===== config.mk =====
export PLATFORM = sky130hd
export DESIGN_NAME = bxt_top
export DESIGN_NICKNAME = d
export VERILOG_FILES = /design/src/pkg/bxt_pkg.sv /design/src/hdl/bxt_tick_div.sv /design/src/hdl/bxt_top.sv
export VERILOG_INCLUDE_DIRS = /design/src /design/src/pkg
export SDC_FILE = /design/constraint.sdc
export NUM_CORES = 1
export LEC_CHECK = 0
export ABC_AREA = 1
export ABC_CLOCK_PERIOD_IN_PS = 4900
export CAP_MARGIN = 20
export CORE_MARGIN = 1
export CORE_UTILIZATION = 45
export DETAILED_ROUTE_END_ITERATION = 12
export DONT_BUFFER_PORTS = 1
export MAX_ROUTING_LAYER = met4
export PLACE_DENSITY = 0.7
export SETUP_SLACK_MARGIN = 0.5
export SLEW_MARGIN = 20
export SYNTH_ARGS = -nofsm -noshare
export SYNTH_HDL_FRONTEND = slang
export SYNTH_SLANG_ARGS = --single-unit

===== constraint.sdc =====
create_clock -name REF_CLK -period 4.9 [get_ports REF_CLK]
set_input_delay 0.245 -clock REF_CLK [delete_from_list [all_inputs] [get_ports REF_CLK]]
set_output_delay 0.245 -clock REF_CLK [all_outputs]
set_load 0.02 [all_outputs]

===== src/pkg/bxt_regs.svh =====
// Register offsets, field positions, reset values and timing counts.
`ifndef BXT_REGS_SVH
`define BXT_REGS_SVH

// ----------------------------------------------------------------------------
// Register map
// ----------------------------------------------------------------------------
`define BXT_ADDR_W            5
`define BXT_DATA_W            16
`define BXT_OFS_LINE_TEST     5'h1B
`define BXT_LINE_TEST_RESET   16'h0000

// ----------------------------------------------------------------------------
// Field positions
// ----------------------------------------------------------------------------
`define BXT_ERRCNT_MSB        15
`define BXT_ERRCNT_LSB        8
`define BXT_RSVD_HI_MSB       7
`define BXT_RSVD_HI_LSB       6
`define BXT_CONT_BIT          5
`define BXT_PATEN_BIT         4
`define BXT_RSVD_LO_BIT       3
`define BXT_GAPSEL_BIT        2
`define BXT_PATSEL_MSB        1
`define BXT_PATSEL_LSB        0
`define BXT_ERRCNT_MAX        8'hFF

// ----------------------------------------------------------------------------
// Timing
// ----------------------------------------------------------------------------
`define BXT_CLK_PERIOD_NS     5
`define BXT_HALF_BIT_NS       50
`define BXT_HALF_BIT_CYC      ((`BXT_HALF_BIT_NS + `BXT_CLK_PERIOD_NS - 1) \
                               / `BXT_CLK_PERIOD_NS)
`define BXT_GAP_SHORT_US      10
`define BXT_GAP_LONG_US       15
`define BXT_GAP_SHORT_CYC     ((`BXT_GAP_SHORT_US * 1000) / `BXT_CLK_PERIOD_NS)
`define BXT_GAP_LONG_CYC      ((`BXT_GAP_LONG_US * 1000) / `BXT_CLK_PERIOD_NS)
`define BXT_DATA_HALVES       8'h80
`define BXT_EOP_HALVES        8'h04
`define BXT_NLP_HALVES        8'h02
`define BXT_LFSR_SEED         9'h1FF

`endif


===== src/pkg/bxt_pkg.sv =====
// Types used by the line test pattern logic.
package bxt_pkg;

  // --------------------------------------------------------------------------
  // Pattern generator states and pattern selections
  // --------------------------------------------------------------------------
  typedef enum logic [2:0] {
    PG_OFF,
    PG_DATA,
    PG_EOP,
    PG_NLP,
    PG_GAP,
    PG_TONE
  } bxt_pg_state_t;

  typedef enum logic [1:0] {
    PAT_DATA_END_OF_PACKET_VARIANT_0 = 2'h0,
    PAT_DATA_END_OF_PACKET_VARIANT_1 = 2'h1,
    PAT_NLP       = 2'h2,
    PAT_TONE      = 2'h3
  } bxt_pat_sel_t;

endpackage : bxt_pkg


===== src/hdl/bxt_tick_div.sv =====
// Divider that makes a one-cycle enable pulse every DIV cycles.
module bxt_tick_div #(
  parameter int DIV = 10
) (
  // Clock and reset
  input  wire logic REF_CLK,
  input  wire logic RESET,
  // Control
  input  wire logic run,
  output logic      tick
);

  // --------------------------------------------------------------------------
  // Counter
  // --------------------------------------------------------------------------
  localparam int CW = $clog2(DIV + 1);
  localparam logic [CW-1:0] LAST = CW'(DIV - 1);

  logic [CW-1:0] cnt_r;

  // The count restarts whenever run drops, so phases align to the start.
  always_ff @(posedge REF_CLK) begin
    if (RESET || !run) begin
      cnt_r <= '0;
    end else if (cnt_r == LAST) begin
      cnt_r <= '0;
    end else begin
      cnt_r <= cnt_r + CW'(1);
    end
  end

  assign tick = run && (cnt_r == LAST);

endmodule : bxt_tick_div


===== src/hdl/bxt_top.sv =====
// Self-test error counter, continuous mode and 10 Mb/s line test patterns.
`include "bxt_regs.svh"

module bxt_top (
  // Clock and reset
  input  wire logic                   REF_CLK,
  input  wire logic                   RESET,
  // Management register port
  input  wire logic [`BXT_ADDR_W-1:0] REG_ADDR,
  input  wire logic [`BXT_DATA_W-1:0] REG_WDATA,
  input  wire logic                   REG_WE,
  input  wire logic                   REG_RE,
  output logic      [`BXT_DATA_W-1:0] REG_RDATA,
  output logic                        REG_RVALID,
  // Packet self-test engine
  input  wire logic                   SELFTEST_START,
  input  wire logic                   SELFTEST_ACTIVE,
  input  wire logic                   SELFTEST_RX_NIBBLE_ERR,
  output logic                        SELFTEST_CONTINUOUS_TX,
  // Twisted-pair pattern path
  output logic                        LINE_PATTERN_ACTIVE,
  output logic                        LINE_PATTERN_DATA
);

  import bxt_pkg::*;

  // --------------------------------------------------------------------------
  // Constants
  // --------------------------------------------------------------------------
  localparam logic [11:0] GAP_SHORT = 12'(`BXT_GAP_SHORT_CYC - 1);
  localparam logic [11:0] GAP_LONG  = 12'(`BXT_GAP_LONG_CYC - 1);
  localparam logic [7:0]  DATA_LAST = `BXT_DATA_HALVES - 8'h01;
  localparam logic [7:0]  EOP_END   = `BXT_EOP_HALVES;
  localparam logic [7:0]  NLP_END   = `BXT_NLP_HALVES;

  // --------------------------------------------------------------------------
  // Declarations
  // --------------------------------------------------------------------------
  logic                   hit_w;
  logic [7:0]             err_cnt_r;
  logic [1:0]             rsvd_hi_r;
  logic                   cont_r;
  logic                   pat_en_r;
  logic                   rsvd_lo_r;
  logic                   gap_sel_r;
  bxt_pat_sel_t           pat_sel_r;
  bxt_pat_sel_t           run_sel_r;
  logic                   run_r;
  logic                   restart_w;
  logic                   half_tick;
  bxt_pg_state_t          pg_state_r;
  logic [7:0]             half_cnt_r;
  logic [11:0]            gap_cnt_r;
  logic [11:0]            gap_last_w;
  logic [8:0]             lfsr_r;
  logic                   line_r;
  logic [`BXT_DATA_W-1:0] rdata_w;

  assign hit_w = (REG_ADDR == `BXT_OFS_LINE_TEST);

  // --------------------------------------------------------------------------
  // Control fields
  // --------------------------------------------------------------------------
  // Bits 15:8 are never written here, so writes to the counter are dropped.
  // Reserved bits are kept as plain storage so software reads back its value.
  always_ff @(posedge REF_CLK) begin
    if (RESET) begin
      rsvd_hi_r <= 2'h0;
      cont_r    <= 1'b0;
      pat_en_r  <= 1'b0;
      rsvd_lo_r <= 1'b0;
      gap_sel_r <= 1'b0;
      pat_sel_r <= PAT_DATA_END_OF_PACKET_VARIANT_0;
    end else if (REG_WE && hit_w) begin
      rsvd_hi_r <= REG_WDATA[`BXT_RSVD_HI_MSB:`BXT_RSVD_HI_LSB];
      cont_r    <= REG_WDATA[`BXT_CONT_BIT];
      pat_en_r  <= REG_WDATA[`BXT_PATEN_BIT];
      rsvd_lo_r <= REG_WDATA[`BXT_RSVD_LO_BIT];
      gap_sel_r <= REG_WDATA[`BXT_GAPSEL_BIT];
      pat_sel_r <= bxt_pat_sel_t'(
                   REG_WDATA[`BXT_PATSEL_MSB:`BXT_PATSEL_LSB]);
    end
  end

  // The self-test engine keeps its gaps out while this level is high; the
  // jabber timer elsewhere must already be off for 10 Mb/s use.
  assign SELFTEST_CONTINUOUS_TX = cont_r;

  // --------------------------------------------------------------------------
  // Error nibble counter
  // --------------------------------------------------------------------------
  // A restart outranks an error in the same cycle: that nibble belongs to
  // the test being abandoned.
  always_ff @(posedge REF_CLK) begin
    if (RESET) begin
      err_cnt_r <= 8'h00;
    end else if (SELFTEST_START) begin
      err_cnt_r <= 8'h00;
    end else if (SELFTEST_ACTIVE && SELFTEST_RX_NIBBLE_ERR &&
                 err_cnt_r != `BXT_ERRCNT_MAX) begin
      err_cnt_r <= err_cnt_r + 8'h01;
    end
  end

  // --------------------------------------------------------------------------
  // Register read
  // --------------------------------------------------------------------------
  // Reads of any other address return zero, the counter sits in 15:8.
  always_comb begin
    rdata_w = `BXT_LINE_TEST_RESET;
    if (hit_w) begin
      rdata_w[`BXT_ERRCNT_MSB:`BXT_ERRCNT_LSB]   = err_cnt_r;
      rdata_w[`BXT_RSVD_HI_MSB:`BXT_RSVD_HI_LSB] = rsvd_hi_r;
      rdata_w[`BXT_CONT_BIT]                     = cont_r;
      rdata_w[`BXT_PATEN_BIT]                    = pat_en_r;
      rdata_w[`BXT_RSVD_LO_BIT]                  = rsvd_lo_r;
      rdata_w[`BXT_GAPSEL_BIT]                   = gap_sel_r;
      rdata_w[`BXT_PATSEL_MSB:`BXT_PATSEL_LSB]   = pat_sel_r;
    end
  end

  always_ff @(posedge REF_CLK) begin
    if (RESET) begin
      REG_RDATA  <= `BXT_LINE_TEST_RESET;
      REG_RVALID <= 1'b0;
    end else begin
      REG_RVALID <= REG_RE;
      if (REG_RE) begin
        REG_RDATA <= rdata_w;
      end
    end
  end

  // --------------------------------------------------------------------------
  // Pattern run control
  // --------------------------------------------------------------------------
  // Enabling, or changing the selection while enabled, starts the chosen
  // sequence from its beginning rather than splicing two patterns.
  assign restart_w = pat_en_r && (!run_r || run_sel_r != pat_sel_r);

  always_ff @(posedge REF_CLK) begin
    if (RESET) begin
      run_r     <= 1'b0;
      run_sel_r <= PAT_DATA_END_OF_PACKET_VARIANT_0;
    end else begin
      run_r     <= pat_en_r;
      run_sel_r <= pat_sel_r;
    end
  end

  bxt_tick_div #(
    .DIV (`BXT_HALF_BIT_CYC)
  ) u_half_div (
    .REF_CLK (REF_CLK),
    .RESET   (RESET),
    .run     (pat_en_r && !restart_w),
    .tick    (half_tick)
  );

  assign gap_last_w = gap_sel_r ? GAP_LONG : GAP_SHORT;

  // --------------------------------------------------------------------------
  // Pseudo-random data source
  // --------------------------------------------------------------------------
  // A 9-bit PRBS is short but plenty to exercise the line driver.
  always_ff @(posedge REF_CLK) begin
    if (RESET || restart_w) begin
      lfsr_r <= `BXT_LFSR_SEED;
    end else if (pg_state_r == PG_DATA && half_tick && half_cnt_r[0]) begin
      lfsr_r <= {lfsr_r[7:0], lfsr_r[8] ^ lfsr_r[4]};
    end
  end

  // --------------------------------------------------------------------------
  // Pattern sequencer
  // --------------------------------------------------------------------------
  // Each half-bit tick sets the line level for the half that begins; a one
  // is sent low then high, so a constant-ones run is a 10 MHz tone.
  always_ff @(posedge REF_CLK) begin
    if (RESET || !pat_en_r) begin
      pg_state_r <= PG_OFF;
      half_cnt_r <= 8'h00;
      gap_cnt_r  <= 12'h000;
      line_r     <= 1'b0;
    end else if (restart_w) begin
      half_cnt_r <= 8'h00;
      gap_cnt_r  <= 12'h000;
      line_r     <= 1'b0;
      case (pat_sel_r)
        PAT_NLP:  pg_state_r <= PG_NLP;
        PAT_TONE: pg_state_r <= PG_TONE;
        default:  pg_state_r <= PG_DATA;
      endcase
    end else begin
      case (pg_state_r)
        PG_DATA: begin
          if (half_tick) begin
            line_r     <= half_cnt_r[0] ? lfsr_r[0] : !lfsr_r[0];
            half_cnt_r <= half_cnt_r + 8'h01;
            if (half_cnt_r == DATA_LAST) begin
              half_cnt_r <= 8'h00;
              pg_state_r <= PG_EOP;
            end
          end
        end
        PG_EOP: begin
          if (half_tick) begin
            // Variant 0 ends high, variant 1 ends low.
            line_r     <= (run_sel_r == PAT_DATA_END_OF_PACKET_VARIANT_0);
            half_cnt_r <= half_cnt_r + 8'h01;
            // The tick after the last half closes it, so it lasts a full
            // half-bit instead of being cut to one cycle.
            if (half_cnt_r == EOP_END) begin
              half_cnt_r <= 8'h00;
              line_r     <= 1'b0;
              pg_state_r <= PG_GAP;
            end
          end
        end
        PG_NLP: begin
          if (half_tick) begin
            line_r     <= 1'b1;
            half_cnt_r <= half_cnt_r + 8'h01;
            // Closed on the following tick so the pulse is two full halves.
            if (half_cnt_r == NLP_END) begin
              half_cnt_r <= 8'h00;
              line_r     <= 1'b0;
              pg_state_r <= PG_GAP;
            end
          end
        end
        PG_GAP: begin
          line_r <= 1'b0;
          if (gap_cnt_r >= gap_last_w) begin
            gap_cnt_r  <= 12'h000;
            pg_state_r <= (run_sel_r == PAT_NLP) ? PG_NLP : PG_DATA;
          end else begin
            gap_cnt_r <= gap_cnt_r + 12'h001;
          end
        end
        PG_TONE: begin
          if (half_tick) begin
            line_r <= !line_r;
          end
        end
        default: begin
          pg_state_r <= PG_OFF;
          line_r     <= 1'b0;
        end
      endcase
    end
  end

  // --------------------------------------------------------------------------
  // Line outputs
  // --------------------------------------------------------------------------
  // With the enable clear the normal transmitter keeps the line.
  assign LINE_PATTERN_ACTIVE = (pg_state_r != PG_OFF);
  assign LINE_PATTERN_DATA   = line_r;

endmodule : bxt_top


### Word-level counts from Yosys, hierarchy flattened

Cells that the tools add are included.

| word-level totals | value |
|---|---|
| output and inout port bits | 20 |
| flip-flop bits (word level) | 73 |
| input port bits | 28 |

| cells by class | value |
|---|---|
| bitwise logic cells | 1 |
| reductions and logical operators | 27 |
| muxes and demuxes | 29 |
| equal/unequal tests | 27 |
| $add $sub $neg | 4 |
| magnitude comparators | 1 |

Operator list:

| cell | count |
|---|---|
| 8-bit two-way mux | 6 |
| 12-bit two-way mux | 2 |
| 3-bit two-way mux | 8 |
| 8-bit case mux with 3 select lines | 1 |
| 3-bit inequality test (second input constant) | 6 |
| 8-bit by 1-bit adder with 8-bit output (second input constant) | 2 |
| 16-bit two-way mux | 1 |
| 3-bit case mux with 5 select lines | 1 |
| 12-bit by 1-bit adder with 12-bit output (second input constant) | 1 |
| 12-bit greater-or-equal comparator | 1 |
| 2-bit inequality test (second input constant) | 5 |
| 8-bit by 2-bit == test with 1-bit output (second input constant) | 1 |
| 8-bit by 3-bit == test with 1-bit output (second input constant) | 1 |
| 8-bit by 7-bit == test with 1-bit output (second input constant) | 1 |
| 1-bit logical AND | 8 |
| 8-bit inequality test (second input constant) | 1 |
| 4-bit AND reduction | 2 |
| 8-bit AND reduction | 1 |
| 1-bit two-way mux | 7 |
| 2-bit == test (second input constant) | 3 |
| 3-bit by 2-bit == test with 1-bit output (second input constant) | 2 |
| 3-bit == test (second input constant) | 2 |
| 1-bit zero test | 6 |
| 3-bit case mux with 2 select lines | 1 |
| 13 further kinds | 19 |

### Logic depth before layout (Yosys ltp)

| logic depth | value |
|---|---|
| word-level depth | 9 |
| depth in mapped cells | 13 |

### By module

A second synthesis with hierarchy kept.

| second synthesis, totals | value |
|---|---|
| cells, all modules | 488 |
| area total of the unflattened synthesis | 3492.1 um2 |

Modules (own cells, without submodules):

| module | area each (um2) | seq. area each (um2) | times used | cells an instance |
|---|---|---|---|---|
| bxt_top | 3304.4 | 1381.3 | 1 | 465 |
| bxt_tick_div | 187.7 | 80.1 | 1 | 23 |

### Worst setup path before layout

Ideal clock, no wire load.

| timing path | value |
|---|---|
| kind | reg-to-reg |
| start point | reg gap_sel_r |
| end point | reg pg_state_r[0] |
| path slack | 3204 ps |
| path buffers | 0 |
| setup time | 109 ps |
| stages on the path, launching flop included | 13 |
| arrival time | 1587 ps |
| cell sequence | dfxtp_1 -> inv_1 -> ha_1 -> nand2_1 -> nor2_2 -> a21boi_2 -> nor2_4 -> nor2_2 -> nand2_2 -> nand2_1 -> nand3_1 -> nand2_1 -> inv_1 |

| between the ends | value |
|---|---|
| word-level cells in the longest chain between the ends | 4 |

Ends and longest elaborated chain:

| item | RTL line | text |
|---|---|---|
| from (decl) | bxt_top.sv:45 | `logic gap_sel_r;` |
| from (signal assigned) | bxt_top.sv:79 | `` gap_sel_r <= REG_WDATA[`BXT_GAPSEL_BIT]; `` |
| 12-bit two-way mux | bxt_top.sv:160 | `assign gap_last_w = gap_sel_r ? GAP_LONG : GAP_SHORT;` |
| 12-bit greater-or-equal comparator | bxt_top.sv:234 | `if (gap_cnt_r >= gap_last_w) begin` |
| 3-bit inequality test (no line) | n/a |  |
| 8-bit AND reduction (no line) | n/a |  |
| to (signal assigned) | bxt_top.sv:236 | `pg_state_r <= (run_sel_r == PAT_NLP) ? PG_NLP : PG_DATA;` |
| to (decl) | bxt_top.sv:51 | `bxt_pg_state_t pg_state_r;` |

No other way between the ends.
A chain may end at the register's enable or synchronous reset.

### Final worst setup path

| timing path | value |
|---|---|
| start point | reg gap_sel_r |
| end point | reg pg_state_r[1] |

Same word-level chain as after synthesis.

==> impl_metrics.ini <==
[worst_setup_path]
cp-end-kind = flop
worstSetupPathType = reg2reg
start_kind = flop
cp_data_required_time_ns = 5.13
rr_worst_depth = 11
cp.arrival_ns = 2.27
path_max_fanout = 13
r2r_slack_ns = 2.87

[layout]
fin_nets = 532
synthToLayoutAreaGrowth_pct = 7.78
fin_area_sq_um = 3850
final_cell_mix = 111 x nand2_1, 73 x dfxtp_1, 48 x nor2_1
drive_above_1_share_pct = 10.1
layout_commonest_cell = nand2_1
antenna_cells = 0
utilization_pct = 50.0

[sta]
maxSlewViolCount = 0
tightest_slew_ns = 0.653
finalHoldViolCount = 0
finalSetupViolCount = 0
finalCritPeriodShare_pct = 41.5
timing.slew.headroom_pct = 56.3
skew_ns = 0.0139
rsz0062_at_grt = false
min_period_ns = 2.03
max_freq_mhz = 492
setup_tns_ns = 0

[logic_synthesis]
synth-edff-count = 0
ys_async_sr_fraction_pct = 0
ys_ff_latch = 73
syn_inst = 491
avgSynthCellArea_sq_um = 7.27
yosysSeqAreaShare_pct = 41.0
yosys.cell_types.count = 39
synth.yosys.warnings = 0
synth_nets = 532
synth_top_flop_cell = dfxtp_1
netlist_area_sq_um = 3570

[power_and_ir_drop]
irDropWorstVdd_uv = 197
p_total_mw = 1.10
cellPowerDensity_nw_per_um2 = 285
power_leakage_nw = 1.51

[global_route]
grt_usage_pct = 20.0
gr-max-usage-layer = met2
grt_overflow = 0
grt_max_degree = 22
met1_usage_pct = 25.3
grt_pass1_wl_um = 13100
grt_pass1_vias = 2861
grt_use_met2_pct = 31.4
grt_use_met3_pct = 3.85
antenna_found_initial = 0

[cts]
clock_latency_ns = 0.34
postCtsHoldBufs = 2
cts-resized-gates = 0
htreeDepth = 3
clockRootBuffer = clkbuf_8
cts_sinks = 73
max-clock-path-buffers = 2
cts-buffers-inserted = 9
cts_tree = done
path_clk_slew_ns = 0.08
postCtsSetupBuffers = 0

[floorplan]
die_w_um = 91.1
die_y_um = 91.1
num_rows = 32
core_area_sq_um = 7690
initial_core_util_pct = 46.4
ios = 48
die_area_sq_um = 8290

[placed_design]
io_buffer_count = 0
dpl_cell_area_sq_um = 3640
dp_hpwl_um = 5250
place.gp.congestion = 0.806

[hold_path]
whs_path_depth = 1
hold_path.class = in2reg

[run_status]
status = finished, final reports clean

[detailed_routing]
wl_per_cell_um = 12.7
drc = 0
postRouteAntennaNets = 0
first_iter_violations = 130
drt-total-wl_um = 7580
num_vias = 3104
firstDrtPassIters = 4
via_per_inst = 5.21

[run]
cap_violations = 0
==> Yosys cell counts, types with 2 or more instances <==
cell type    n  area (sq um)
dfxtp_1     73          1460
o21bai_1     4          30.0
nand2_2      8          50.1
a32oi_1      2          17.5
o21ai_0     33           165
nand2_1    111           417
xnor2_1      4          35.0
or2_2        3          18.8
o211ai_1     3          22.5
a21o_1       2          15.0
xor2_1       5          43.8
clkbuf_1    11          41.3
nand3_1     38           190
nor2_2       5          31.3
nor3_1       3          15.0
ha_1        13           163
a21oi_1     44           220
nor2_1      48           180
nand4_1     13          81.3
o21ai_2      2          17.5
a211oi_2     3          37.5
and3_1       2          12.5
nand3_2      2          20.0
inv_2        6          22.5
inv_1       39           146
==> cell type report <==
| cell class | count | area [sq um] |
|---|---|---|
| tap | 102 | 128 |
| timing repair buffer | 3 | 27.5 |
| clock buffer | 9 | 124 |
| sequential | 73 | 1460 |
| clock inverter | 5 | 58.8 |
| fill | 756 | 3840 |
| multi-input combinational | 357 | 1860 |
| inverter | 47 | 184 |
==> registers in the layout (all words and copies together) (netlist names) <==
name                    count
rsvd_hi_r                   2
lfsr_r                      9
rsvd_lo_r                   1
pat_sel_r                   2
REG_RDATA                  16
pg_state_r                  3
pat_en_r                    1
err_cnt_r                   8
run_r                       1
LINE_PATTERN_DATA           1
gap_cnt_r                  12
run_sel_r                   2
REG_RVALID                  1
gap_sel_r                   1
half_cnt_r                  8
u_half_div.cnt_r            4
SELFTEST_CONTINUOUS_TX      1
==> through the flow <==
stage | setup WS (ns) | hold WS [ns] | instances
after floorplan | 3.20 | 0.371 | 491
final | 2.87 | 0.0397 | 596
after global routing | 2.66 | 0.0353 | 596
after CTS | 2.88 | 0.0238 | 596
after global placement | 2.93 | 0.317 | 580
after detailed placement | 2.89 | 0.319 | 580
==> logic make-up (layout without fill, tap and decap cells) <==
kind of cell	Yosys count	in the layout	share of synthesized area, %
AO/OA/AOI/OAI	97	97	15.6
buffers and inverters	61	64	6.98
AND/OR/NAND/NOR	238	238	29.7
XOR/XNOR	9	9	2.21
flip-flops	73	73	41.0
adder cells (fa/ha/maj)	13	13	4.56
==> per-layer routing <==
| metal | wire length, um | part of all wire (%) |
|---|---|---|
| met5 | 0 | 0 |
| met3 | 420 | 5.5 |
| met2 | 3470 | 46 |
| met4 | 139 | 1.8 |
| met1 | 3560 | 47 |
==> worst max-delay path, cell delays in order (launching register included) <==
cell     delay (ns)
dfxtp_1        0.44
inv_1          0.15
ha_1           0.33
a21o_1         0.17
nor2_1         0.08
nand2_1        0.09
nor2_4         0.29
nor2_2         0.09
nand2_2        0.09
nand2_2        0.05
nor2_1         0.09
nor2_1         0.05
==> report_power, final <==
part           internal, mW  switching [mW]  leakage [nW]
combinational       0.00817          0.0172         0.829
sequential            0.601          0.0144         0.592
clock                 0.229           0.225        0.0872
total                 0.839           0.257          1.51
==> worst paths after layout <==
path / start / endpoint
worst min register to register: lfsr_r[5] / lfsr_r[5]
worst max-delay path: gap_sel_r / pg_state_r[1]
worst max register to register: gap_sel_r / pg_state_r[1]
worst min-delay path: RESET / run_r
Power figures use the tool's default switching activity.
